`src/rtl/ictim_pkg.sv`:
```
package ictim_pkg;
	// Clock and cycle shaping
	localparam int CLK_HZ = 40000000;
	localparam int PHASES_PER_CYCLE = 4;
	localparam int PHASE_W = 2;
	localparam logic [1:0] PHASE_LAST = 2'h3;
	localparam logic [1:0] PHASE_FIRST = 2'h0;
	// Instruction class codes presented by the decoder
	localparam int CLASS_W = 3;
	localparam logic [2:0] CLS_ORDINARY = 3'h0;
	localparam logic [2:0] CLS_JUMP = 3'h1;
	localparam logic [2:0] CLS_CALL = 3'h2;
	localparam logic [2:0] CLS_RETURN = 3'h3;
	localparam logic [2:0] CLS_IRQ_RETURN = 3'h4;
	localparam logic [2:0] CLS_TABLE_READ = 3'h5;
	localparam logic [2:0] CLS_SKIP = 3'h6;
	// Fast oscillator frequency option codes
	localparam int FREQ_W = 2;
	localparam logic [1:0] FREQ_8MHZ = 2'h0;
	localparam logic [1:0] FREQ_12MHZ = 2'h1;
	localparam logic [1:0] FREQ_16MHZ = 2'h2;
	localparam logic [1:0] FREQ_RESERVED = 2'h3;
	localparam logic [1:0] FREQ_RESET = 2'h0;
	typedef enum logic [0:0] {
		ICTIM_EXEC,
		ICTIM_EXTRA
	} ictim_state_t;
endpackage : ictim_pkg

```
`src/rtl/ictim_phase_ctr.sv`:
```
`timescale 1ns/1ps
`default_nettype none
module ictim_phase_ctr
	import ictim_pkg::*;
(
	// Clock and reset
	input wire logic clk_i,
	input wire logic rst_n_i,
	// Phase outputs
	output logic [ictim_pkg::PHASE_W-1:0] phase_o,
	output logic last_o
);
	logic [PHASE_W-1:0] phase_reg;
	logic [PHASE_W-1:0] phase_next;
	assign phase_next = (phase_reg == PHASE_LAST) ? PHASE_FIRST :
		phase_reg + 2'h1;
	always_ff @(posedge clk_i)
	begin
		if (!rst_n_i)
			phase_reg <= PHASE_FIRST;
		else
			phase_reg <= phase_next;
	end
	assign phase_o = phase_reg;
	assign last_o = (phase_reg == PHASE_LAST);
endmodule : ictim_phase_ctr
`default_nettype wire

```
`src/rtl/ictim_core.sv`:
```
// Overview of operation
// - Instruction cycle equals four system clocks
// - Ordinary instructions finish in one cycle
// - Jump, call, returns, table reads: two cycles
// - Writing program counter low adds one cycle
// - Taken skip adds a cycle, else one
// - Fast oscillator option: 8, 12, 16 MHz
`timescale 1ns/1ps
`default_nettype none
module ictim_core
	import ictim_pkg::*;
(
	// Clock and reset
	input wire logic CLK_I,
	input wire logic RST_N_I,
	// Decoded instruction from the program memory side
	input wire logic INSTR_VALID_I,
	input wire logic [ictim_pkg::CLASS_W-1:0] INSTR_CLASS_I,
	input wire logic PCL_WRITE_I,
	input wire logic SKIP_TAKEN_I,
	// Oscillator configuration
	input wire logic [ictim_pkg::FREQ_W-1:0] OSC_OPTION_I,
	input wire logic FAST_OSC_FREQ_SEL_HI_I,
	input wire logic FAST_OSC_FREQ_SEL_LO_I,
	// Timing outputs
	output logic [ictim_pkg::PHASE_W-1:0] PHASE_O,
	output logic CYCLE_START_O,
	output logic FETCH_O,
	output logic RETIRE_O,
	output logic STALL_O,
	// Oscillator status
	output logic [ictim_pkg::FREQ_W-1:0] FAST_OSC_FREQ_O,
	output logic FREQ_MATCH_O
);
	ictim_state_t state_reg;
	ictim_state_t state_next;
	logic [PHASE_W-1:0] phase;
	logic phase_last;
	logic [PHASE_W-1:0] phase_out_reg;
	logic cycle_start_reg;
	logic fetch_reg;
	logic retire_reg;
	logic stall_reg;
	logic [FREQ_W-1:0] osc_freq_reg;
	logic [FREQ_W-1:0] osc_freq_next;
	logic freq_match_reg;
	logic opt_taken_reg;
	logic [PHASE_W-1:0] phase_ahead;

	// Shared phase counter keeps all timing on a four-clock grid
	ictim_phase_ctr u_phase (
		.clk_i(CLK_I),
		.rst_n_i(RST_N_I),
		.phase_o(phase),
		.last_o(phase_last)
	);

	wire cls_two_cycle;
	wire needs_extra;
	wire exec_end;
	wire extra_end;
	wire [FREQ_W-1:0] sel_bits;
	wire opt_legal;

	assign cls_two_cycle = (INSTR_CLASS_I == CLS_JUMP) ||
		(INSTR_CLASS_I == CLS_CALL) ||
		(INSTR_CLASS_I == CLS_RETURN) ||
		(INSTR_CLASS_I == CLS_IRQ_RETURN) ||
		(INSTR_CLASS_I == CLS_TABLE_READ);
	// A program counter write flushes the prefetch, so it needs a refill
	assign needs_extra = INSTR_VALID_I && (cls_two_cycle ||
		PCL_WRITE_I ||
		((INSTR_CLASS_I == CLS_SKIP) && SKIP_TAKEN_I));
	assign exec_end = phase_last && (state_reg == ICTIM_EXEC);
	assign extra_end = phase_last && (state_reg == ICTIM_EXTRA);
	// Next phase leads the counter by one clock so the registered PHASE_O stays aligned
	assign phase_ahead = (phase == PHASE_LAST) ? PHASE_FIRST :
		phase + 2'h1;

	always_comb
	begin
		state_next = state_reg;
		case (state_reg)
			ICTIM_EXEC:
			begin
				if (exec_end && needs_extra)
					state_next = ICTIM_EXTRA;
				else
					state_next = ICTIM_EXEC;
			end
			ICTIM_EXTRA:
			begin
				// Inputs are ignored here; the refill cycle always runs out
				if (extra_end)
					state_next = ICTIM_EXEC;
			end
			default:
			begin
				state_next = ICTIM_EXEC;
			end
		endcase
	end

	// Reserved option code falls back to the slowest setting
	assign opt_legal = (OSC_OPTION_I != FREQ_RESERVED);
	assign osc_freq_next = opt_legal ? OSC_OPTION_I : FREQ_8MHZ;
	assign sel_bits = {FAST_OSC_FREQ_SEL_HI_I, FAST_OSC_FREQ_SEL_LO_I};

	// Next values of the registered outputs, all judged on the same edge
	logic [PHASE_W-1:0] phase_out_next;
	logic cycle_start_next;
	logic fetch_next;
	logic retire_next;
	logic stall_next;

	logic opt_taken_next;
	logic freq_match_next;

	assign phase_out_next = phase_ahead;
	assign cycle_start_next = phase_last;
	// A new word is fetched only when no refill cycle follows
	assign fetch_next = phase_last && (state_next == ICTIM_EXEC);
	assign retire_next = (exec_end && !needs_extra) ||
		extra_end;
	assign stall_next = (state_next == ICTIM_EXTRA);
	assign opt_taken_next = 1'b1;
	// Mismatch only costs accuracy, so it is reported, not forced
	assign freq_match_next = opt_taken_reg &&
		(sel_bits == osc_freq_reg);

	// State only moves on the last phase of an instruction cycle
	always_ff @(posedge CLK_I)
	begin
		if (!RST_N_I)
			state_reg <= ICTIM_EXEC;
		else
			state_reg <= state_next;
	end

	always_ff @(posedge CLK_I)
	begin
		if (!RST_N_I)
			phase_out_reg <= PHASE_FIRST;
		else
			phase_out_reg <= phase_out_next;
	end

	// Held low through reset so no false cycle start follows it
	always_ff @(posedge CLK_I)
	begin
		if (!RST_N_I)
			cycle_start_reg <= 1'b0;
		else
			cycle_start_reg <= cycle_start_next;
	end

	always_ff @(posedge CLK_I)
	begin
		if (!RST_N_I)
			fetch_reg <= 1'b0;
		else
			fetch_reg <= fetch_next;
	end

	always_ff @(posedge CLK_I)
	begin
		if (!RST_N_I)
			retire_reg <= 1'b0;
		else
			retire_reg <= retire_next;
	end

	always_ff @(posedge CLK_I)
	begin
		if (!RST_N_I)
			stall_reg <= 1'b0;
		else
			stall_reg <= stall_next;
	end

	always_ff @(posedge CLK_I)
	begin
		if (!RST_N_I)
			opt_taken_reg <= 1'b0;
		else
			opt_taken_reg <= opt_taken_next;
	end

	// Option is fixed once at programming time: latched after reset only
	always_ff @(posedge CLK_I)
	begin
		if (!RST_N_I)
			osc_freq_reg <= FREQ_RESET;
		else if (!opt_taken_reg)
			osc_freq_reg <= osc_freq_next;
	end

	always_ff @(posedge CLK_I)
	begin
		if (!RST_N_I)
			freq_match_reg <= 1'b0;
		else
			freq_match_reg <= freq_match_next;
	end

	// Every port comes straight from a flip-flop
	assign PHASE_O = phase_out_reg;
	assign CYCLE_START_O = cycle_start_reg;
	assign FETCH_O = fetch_reg;
	assign RETIRE_O = retire_reg;
	assign STALL_O = stall_reg;
	assign FAST_OSC_FREQ_O = osc_freq_reg;
	assign FREQ_MATCH_O = freq_match_reg;
endmodule : ictim_core
`default_nettype wire

```
`config.mk`:
```
export PLATFORM = sky130hd
export DESIGN_NAME = ictim_core
export DESIGN_NICKNAME = d
export VERILOG_FILES = /design/src/rtl/ictim_pkg.sv /design/src/rtl/ictim_phase_ctr.sv /design/src/rtl/ictim_core.sv
export SDC_FILE = /design/constraint.sdc
export NUM_CORES = 1
export LEC_CHECK = 0
export ABC_AREA = 1
export CAP_MARGIN = 10
export CORE_AREA = 4 4 41 43
export CTS_BUF_LIST = sky130_fd_sc_hd__clkbuf_4 sky130_fd_sc_hd__clkbuf_8
export DETAILED_ROUTE_END_ITERATION = 7
export DIE_AREA = 0 0 45 47
export DONT_BUFFER_PORTS = 1
export PLACE_DENSITY = 0.53
export SLEW_MARGIN = 20
export SYNTH_ARGS = -nofsm -noshare
export SYNTH_HDL_FRONTEND = slang
export SYNTH_SLANG_ARGS = --single-unit
export TNS_END_PERCENT = 100
```
`constraint.sdc`:
```
create_clock -name CLK_I -period 2.7 [get_ports CLK_I]
set_input_delay 0.135 -clock CLK_I [delete_from_list [all_inputs] [get_ports CLK_I]]
set_output_delay 0.135 -clock CLK_I [all_outputs]
set_load 0.01 [all_outputs]
```
* Word-level counts from Yosys, hierarchy flattened
Cells that the tools add are included.
Operators by class: eq/ne operators 9, multiplexer cells 5, reductions and logical operators 17, bitwise operators 3, add/subtract/negate cells 1
Operators by type and width (count):
- $eq 3x3->1 const B | 3
- $logic_and 1x1->1 | 8
- $logic_or 1x1->1 | 7
- $eq 3x2->1 const B | 2
- $eq 3x1->1 const B | 1
- $mux 1 | 3
- $not 1->1 | 3
- $add 2x1->2 const B | 1
- $eq 2x2->1 | 1
- $eq 2x2->1 const B | 1
- $mux 2 | 1
- $ne 2x2->1 const B | 1
- $pmux 1 s2 | 1
- $reduce_or 2->1 | 1
- $logic_not 1->1 | 1
Storage, ports and cells: bits in registers 10

* Logic depth before layout (Yosys ltp)
Gate-level depths: netlist of run 1.
depth after elaboration 13, depth in mapped cells 7, mapped depth without buffers 7

* Cells and area by module
A second synthesis of run 1 with hierarchy kept.
Unflattened totals: cells, all modules 50, area total of the unflattened synthesis 447.9 sq um
Modules (own cells, without submodules):
- ictim_core | instances 1, cells an instance 42, area each 376.6 sq um, sequential area each 200.2 sq um
- ictim_phase_ctr | instances 1, cells an instance 8, area each 71.3 sq um, sequential area each 40.0 sq um

* Worst setup path after synthesis of run 1
Ideal clock, no wire load.
kind register to register, start point reg, netlist name PHASE_O[0], end point reg stall_reg (netlist: STALL_O), cell stages (with the launch flop) 6, period minus slack after synthesis 0.927 ns, setup slack 1.773 ns, arrival 0.814 ns, setup time 0.113 ns, cells stage by stage dfxtp_1 ha_1 nand2_1 clkinv_1 nand3_1 nand2_1
RTL lines:
- end signal, assigned | RTL line ictim_core.sv:178 | stall_reg <= stall_next;
- end, declared | RTL line ictim_core.sv:43 | logic stall_reg;

==> results by group, run 1 <==
Clocking
  – CTS buffer count: 3
  – Post-CTS sizing: 0
  – Clock sink count: 10
  – H-tree Lvls: 1
  – CTS tree: done
  – Clk_lat worst skew: 0.26 ns
  – Clock buffer depth: 2
  – Clock transition at path regs: 0.07 ns
  – Root buffer cell: clkbuf_4

Layout
  – Commonest cells after routing, fill and taps aside: 10 x dfxtp_1, 9 x nand2_1, 8 x inv_1, 6 x nor2_1, 3 x clkbuf_4
  – Synth-to-Final Area Change: 20.1%
  – Final instance area: 448 um2
  – Leading cell type in the layout, fill and taps excluded: dfxtp_1
  – Antenna cells: 0
  – Nets: 66
  – Layout cells sized above 1: 0.135
  – Final Util: 0.344

Die
  – Area of the die: 2120 um2
  – Number of I/O pins: 21
  – Cell Rows: 13
  – Die W: 45 um
  – Core Footprint: 1300 um2
  – Chip height: 47 um
  – Starting Density: 0.287

Placed design
  – DP Area: 392 um2
  – Final HPWL DP: 535 um
  – Final GP Congestion: 0.678
  – Port bufs: 0
  – Placement Setup Slack: 1.72 ns

Setup path
  – CP Launch Type: flop
  – Reg-to-Reg End: STALL_O$_SDFF_PN0_
  – RR Startpoint: PHASE_O[0]$_SDFF_PP0_
  – Most Frequent Cell on Critical Path: nand2_1
  – Slowest CP cell: dfxtp_1
  – Crit path cell chain: ha_1 > nand2_1 > clkinv_1 > nand3_1 > nand2_1
  – Critical Path RT: 2.86 ns
  – Setup slack, reg-to-reg: 1.71 ns
  – Setup CP Type: flop to flop
  – Critical Path Sink Type: flop
  – Max stage delay on crit path: 0.36 ns
  – Critical Path Fanout Max: 3
  – Arrival time of the worst setup path: 1.15 ns
  – R2R cell count: 5

Timing
  – Final Hold Fails: 0
  – Post-Route Setup TNS: 0 ns
  – Max-slew violations: 0
  – Final setup fails: 0
  – RSZ-0062 raised after global routing: no
  – Final worst setup slack: 1.71 ns
  – Fin crit share: 0.365
  – Worst slew pin tran: 0.198 ns
  – Max-Slew Margin vs Limit: 0.868
  – Fmax: 1010 MHz
  – Final min period: 0.987 ns
  – Setup Skew: 0.000417 ns

Run status
  – Run status: complete, no violations

Synthesis
  – Mapped Nets: 59
  – Leading area contributor after synthesis: dfxtp_1
  – Post-synthesis cell area: 373 um2
  – Warnings, synthesis: 0
  – Seq/Total Area, Yosys: 0.537
  – Synth Instances: 46
  – Top cell type's share of synthesized area: 0.537
  – Post-Syn Area per Cell: 8.11 um2
  – Yosys reg bits: 10
  – Post-synth cell types: 15
  – Synth top area cells: dfxtp_1 54%, nand2_1 9.1%, inv_1 8.1%, nor2_1 6.0%, ha_1 3.4%

Global route
  – Initial antenna violation count: 0
  – Total global routing overflow: 0
  – Wire length of the first global-routing pass: 1120 um
  – Total GRT Usage: 0.0756
  – Vias in the first global route: 281
  – Pin count of the biggest net entering global routing: 7

Detailed routing
  – Final ANT Viol Nets: 0
  – Routed len/inst: 10.3 um
  – Via count: 283
  – DRC viols: 0
  – 1st-pass router iterations: 4
  – Final WL: 692 um
  – Routed vias/inst: 4.22
  – Starting DRT DRC Count: 5

Pwr
  – P_leak: 0.208 nW
  – Power Density: 716 nW/um2
  – Peak supply drop: 0.316 mV

Hold path
  – Hold Crit Class: primary input to flop
  – Hold path cells: 2
  – Min-delay src: FAST_OSC_FREQ_SEL_LO_I
  – Worst Hold Path EP: FREQ_MATCH_O$_SDFF_PN0_

Job
  – Max-cap violations: 0
-- worst max-delay path by stage --
stage,cells past startpoint,slack [ns],to,from
finish,5,1.71,STALL_O$_SDFF_PN0_,PHASE_O[0]$_SDFF_PP0_
global route,5,1.61,STALL_O$_SDFF_PN0_,PHASE_O[0]$_SDFF_PP0_
CTS,5,1.71,STALL_O$_SDFF_PN0_,PHASE_O[0]$_SDFF_PP0_
detailed placement,5,1.72,STALL_O$_SDFF_PN0_,PHASE_O[0]$_SDFF_PP0_
global placement,5,1.73,STALL_O$_SDFF_PN0_,PHASE_O[0]$_SDFF_PP0_
floorplan,5,1.77,STALL_O$_SDFF_PN0_,PHASE_O[0]$_SDFF_PP0_
-- critical path, delay by kind of cell, from the launching register on --
family,cells,cell delay (ns)
AND/OR/NAND/NOR,3,0.23
buffers and inverters,1,0.08
adder cells (fa/ha/maj),1,0.22
flip-flops,1,0.36
-- cell usage after synthesis --
library cell / number
xor2_1: 1
ha_1: 1
dfxtp_1: 10
nor2_2: 1
a21oi_1: 2
nor2_1: 6
o32ai_1: 1
nand3_1: 2
o22ai_1: 1
inv_1: 8
o21ai_1: 1
nand2_2: 1
a21oi_2: 1
nand2_1: 9
clkinv_1: 1
-- layer usage --
metal	vias up	GRT usage	routed length (um)
li1	154	-	-
met1	117	0.0835	284
met2	12	0.0960	320
met3	0	0.0498	88
met4	0	0.0702	0
met5	-	0	0
-- through the flow --
| step | hold WS (ns) | instances | power [mW] |
|---|---|---|---|
| after floorplan | 0.163 | 46 | 0.184 |
| after global placement | 0.163 | 61 | 0.188 |
| after detailed placement | 0.163 | 61 | 0.188 |
| after CTS | 0.00367 | 67 | 0.328 |
| after global routing | 0.0143 | 67 | 0.337 |
| final | 0.0124 | 67 | 0.321 |
-- final cells by class --
| type | instances | area [um2] |
|---|---|---|
| clock buffer | 4 | 36.3 |
| timing repair buffer | 2 | 20.0 |
| sequential | 10 | 200 |
| tap | 15 | 18.8 |
| fill | 143 | 853 |
| multi-input combinational | 27 | 139 |
| inverter | 9 | 33.8 |
-- power breakdown --
part           internal [mW]  switching (mW)
clock                 0.0818          0.0520
sequential             0.156         0.00892
combinational         0.0103          0.0120
-- cells by family after synthesis --
| logic type | count (synthesis) | synth area share |
|---|---|---|
| xor gates and xnor gates | 1 | 0.0235 |
| adders and majority gates | 1 | 0.0336 |
| buffers and inverters | 9 | 0.0906 |
| and+or+nand+nor | 19 | 0.211 |
| DFF | 10 | 0.537 |
| AOI/OAI and AO/OA | 6 | 0.104 |
-- repair_timing --
item                                   CTS  global route
endpoints found under the hold margin    2             0
buffers inserted                         0             0
hold buffers                             2             0
(Power assumes the default switching activity.)
==> run 2, diff against run 1 <==
- PLACE_DENSITY: 0.53 -> 0.55
- clock period: 2.7 -> 0.8 ns (I/O delays scaled with it)
==> run 2 against run 1 <==
Against the previous run:
- the flow now finishes with violations (negative hold slack, negative setup slack)
- maximum frequency rose by 20%
- power increased to 3.6 times the previous value
- clock-buffer cell count did not move
- first-iteration DRC count down 60%
- setup slack lost 1.7 ns
- die area unchanged
- clock skew grew 0.0065 ns
- sequential share of layout area is 7.5 points lower
- global-route usage rose by 1.5 points
- combinational power rose to 6.7 times the previous value
==> results by group, run 2 (synthesis gave the netlist of run 1 again) <==
Die
  – Starting Density: 0.287
  – Chip height: 47 um
  – Core Footprint: 1300 um2
  – Die W: 45 um
  – Number of I/O pins: 21
  – Area of the die: 2120 um2
  – Cell Rows: 13

Detailed routing
  – DRC viols: 0
  – Routed vias/inst: 4.35
  – Starting DRT DRC Count: 2
  – 1st-pass router iterations: 2
  – Final WL: 830 um
  – Final ANT Viol Nets: 0
  – Via count: 322
  – Routed len/inst: 11.2 um

Global route
  – Pin count of the biggest net entering global routing: 7
  – Vias in the first global route: 339
  – Initial antenna violation count: 0
  – Wire length of the first global-routing pass: 1300 um
  – Total global routing overflow: 0
  – Total GRT Usage: 0.0905

Clocking
  – H-tree Lvls: 1
  – Clock sink count: 10
  – Clock buffer depth: 2
  – Clk_lat worst skew: 0.26 ns
  – Clock transition at path regs: 0.07 ns
  – CTS tree: done
  – CTS buffer count: 3
  – Post-CTS setup buffers: 0
  – Root buffer cell: clkbuf_4
  – Hold_buf cts: 4

Timing
  – Final min period: 0.820 ns
  – Max-slew violations: 0
  – Setup Skew: 0.00695 ns
  – Final worst setup slack: -0.0195 ns
  – Max-Slew Margin vs Limit: 0.842
  – Final setup fails: 1
  – RSZ-0062 raised after global routing: yes
  – Final Hold Fails: 9
  – Fin crit share: 1.02
  – Post-Route Setup TNS: -0.0195 ns
  – Final hold slack: -0.194 ns
  – Fmax: 1220 MHz
  – Worst slew pin tran: 0.237 ns

Setup path
  – Setup CP Type: flop to flop
  – Critical Path Fanout Max: 3
  – Critical Path Sink Type: flop
  – R2R cell count: 5
  – Slowest CP cell: dfxtp_4
  – Max stage delay on crit path: 0.35 ns
  – Crit path cell chain: ha_4 > nand2_4 > clkinv_4 > nand3_2 > nand2_1
  – Critical Path RT: 0.96 ns
  – CP Launch Type: flop
  – Arrival time of the worst setup path: 0.98 ns

Layout
  – Leading cell type in the layout, fill and taps excluded: nand2_1
  – Final instance area: 558 um2
  – Storage element area: 208 um2
  – Layout cells sized above 1: 0.373
  – Fin cells: 74
  – Multi-input logic area: 171 um2
  – Layout filler cell count: 143
  – Nets: 73
  – Antenna cells: 0
  – Commonest cells after routing, fill and taps aside: 8 x nand2_1, 7 x inv_1, 6 x dfxtp_1, 6 x nor2_1, 4 x dlygate4sd3_1
  – Synth-to-Final Area Change: 49.7%

Run status
  – Run status: complete, but fails checks
  – Failing checks: negative hold slack, negative setup slack

Pwr
  – Total Power: 1.14 mW
  – Peak supply drop: 1.34 mV
  – P_leak: 0.259 nW
  – Power Density: 2050 nW/um2

Placed design
  – Placed Instances: 66
  – Port bufs: 0
  – Final HPWL DP: 598 um
  – DP Area: 460 um2
  – Final GP Congestion: 0.554

Job
  – Max-cap violations: 0

Hold path
  – Hold path cells: 0
  – Hold Crit Class: primary input to flop
==> run 2: changes by cell type in the layout (fill, tap and decap cells not counted), moves of 2 or more <==
cell	change
dfxtp_1	-4
buf_4	+3
dfxtp_2	+3
buf_6	+2
dlygate4sd3_1	+2
==> run 2: layer usage <==
layer	part of all wire	global-route usage
met3	0.11	0.0881
met5	0	0
met2	0.52	0.133
met4	0	0.0351
met1	0.37	0.0878
==> run 2: power by group <==
| group | internal, mW | switching (mW) |
|---|---|---|
| combinational | 0.0789 | 0.0709 |
| clock | 0.276 | 0.165 |
| sequential | 0.529 | 0.0248 |
==> run 2: per-stage QoR <==
stage	setup slack, ns	hold WS (ns)	utilization
final	-0.0195	-0.194	0.429
after global routing	-0.0690	-0.227	0.429
after CTS	-0.0230	-0.206	0.416
after detailed placement	-0.0249	0.0683	0.354
after global placement	-0.0137	0.0683	0.354
after floorplan	-0.0249	0.0677	-
==> run 2: area by class of cell <==
class / instances / share of cell area
flip-flops and latches: 10 / 0.372
multi-input cells: 27 / 0.307
repair buffers: 9 / 0.152
inverters: 9 / 0.0695
clock buffers: 4 / 0.0650
well taps: 15 / 0.0336
==> run 2: path summary, 6_finish.rpt <==
kind	from	to	slack [ns]
worst max-delay path	PHASE_O[0]$_SDFF_PP0_	STALL_O$_SDFF_PN0_	-0.02
worst min register to register	FAST_OSC_FREQ_O[1]$_SDFFE_PN0N_	FAST_OSC_FREQ_O[1]$_SDFFE_PN0N_	0.51
worst min-delay path	RST_N_I	opt_taken_reg$_DFF_P_	-0.19
worst max register to register	PHASE_O[0]$_SDFF_PP0_	STALL_O$_SDFF_PN0_	-0.02
==> run 2: critical path: cells and delay by family, from the launching register on <==
kind          cells  cell delay [ns]
flops             1             0.35
fa+ha+maj         1             0.17
simple gates      3             0.16
buf+inv           1             0.05
==> run 2: repair_timing <==
action                                  CTS  global route
hold endpoints to repair                 10             9
gates resized for setup                   2             5
endpoints found under the setup margin    2             9
gates cloned                              0             0
pin swaps                                 2             1
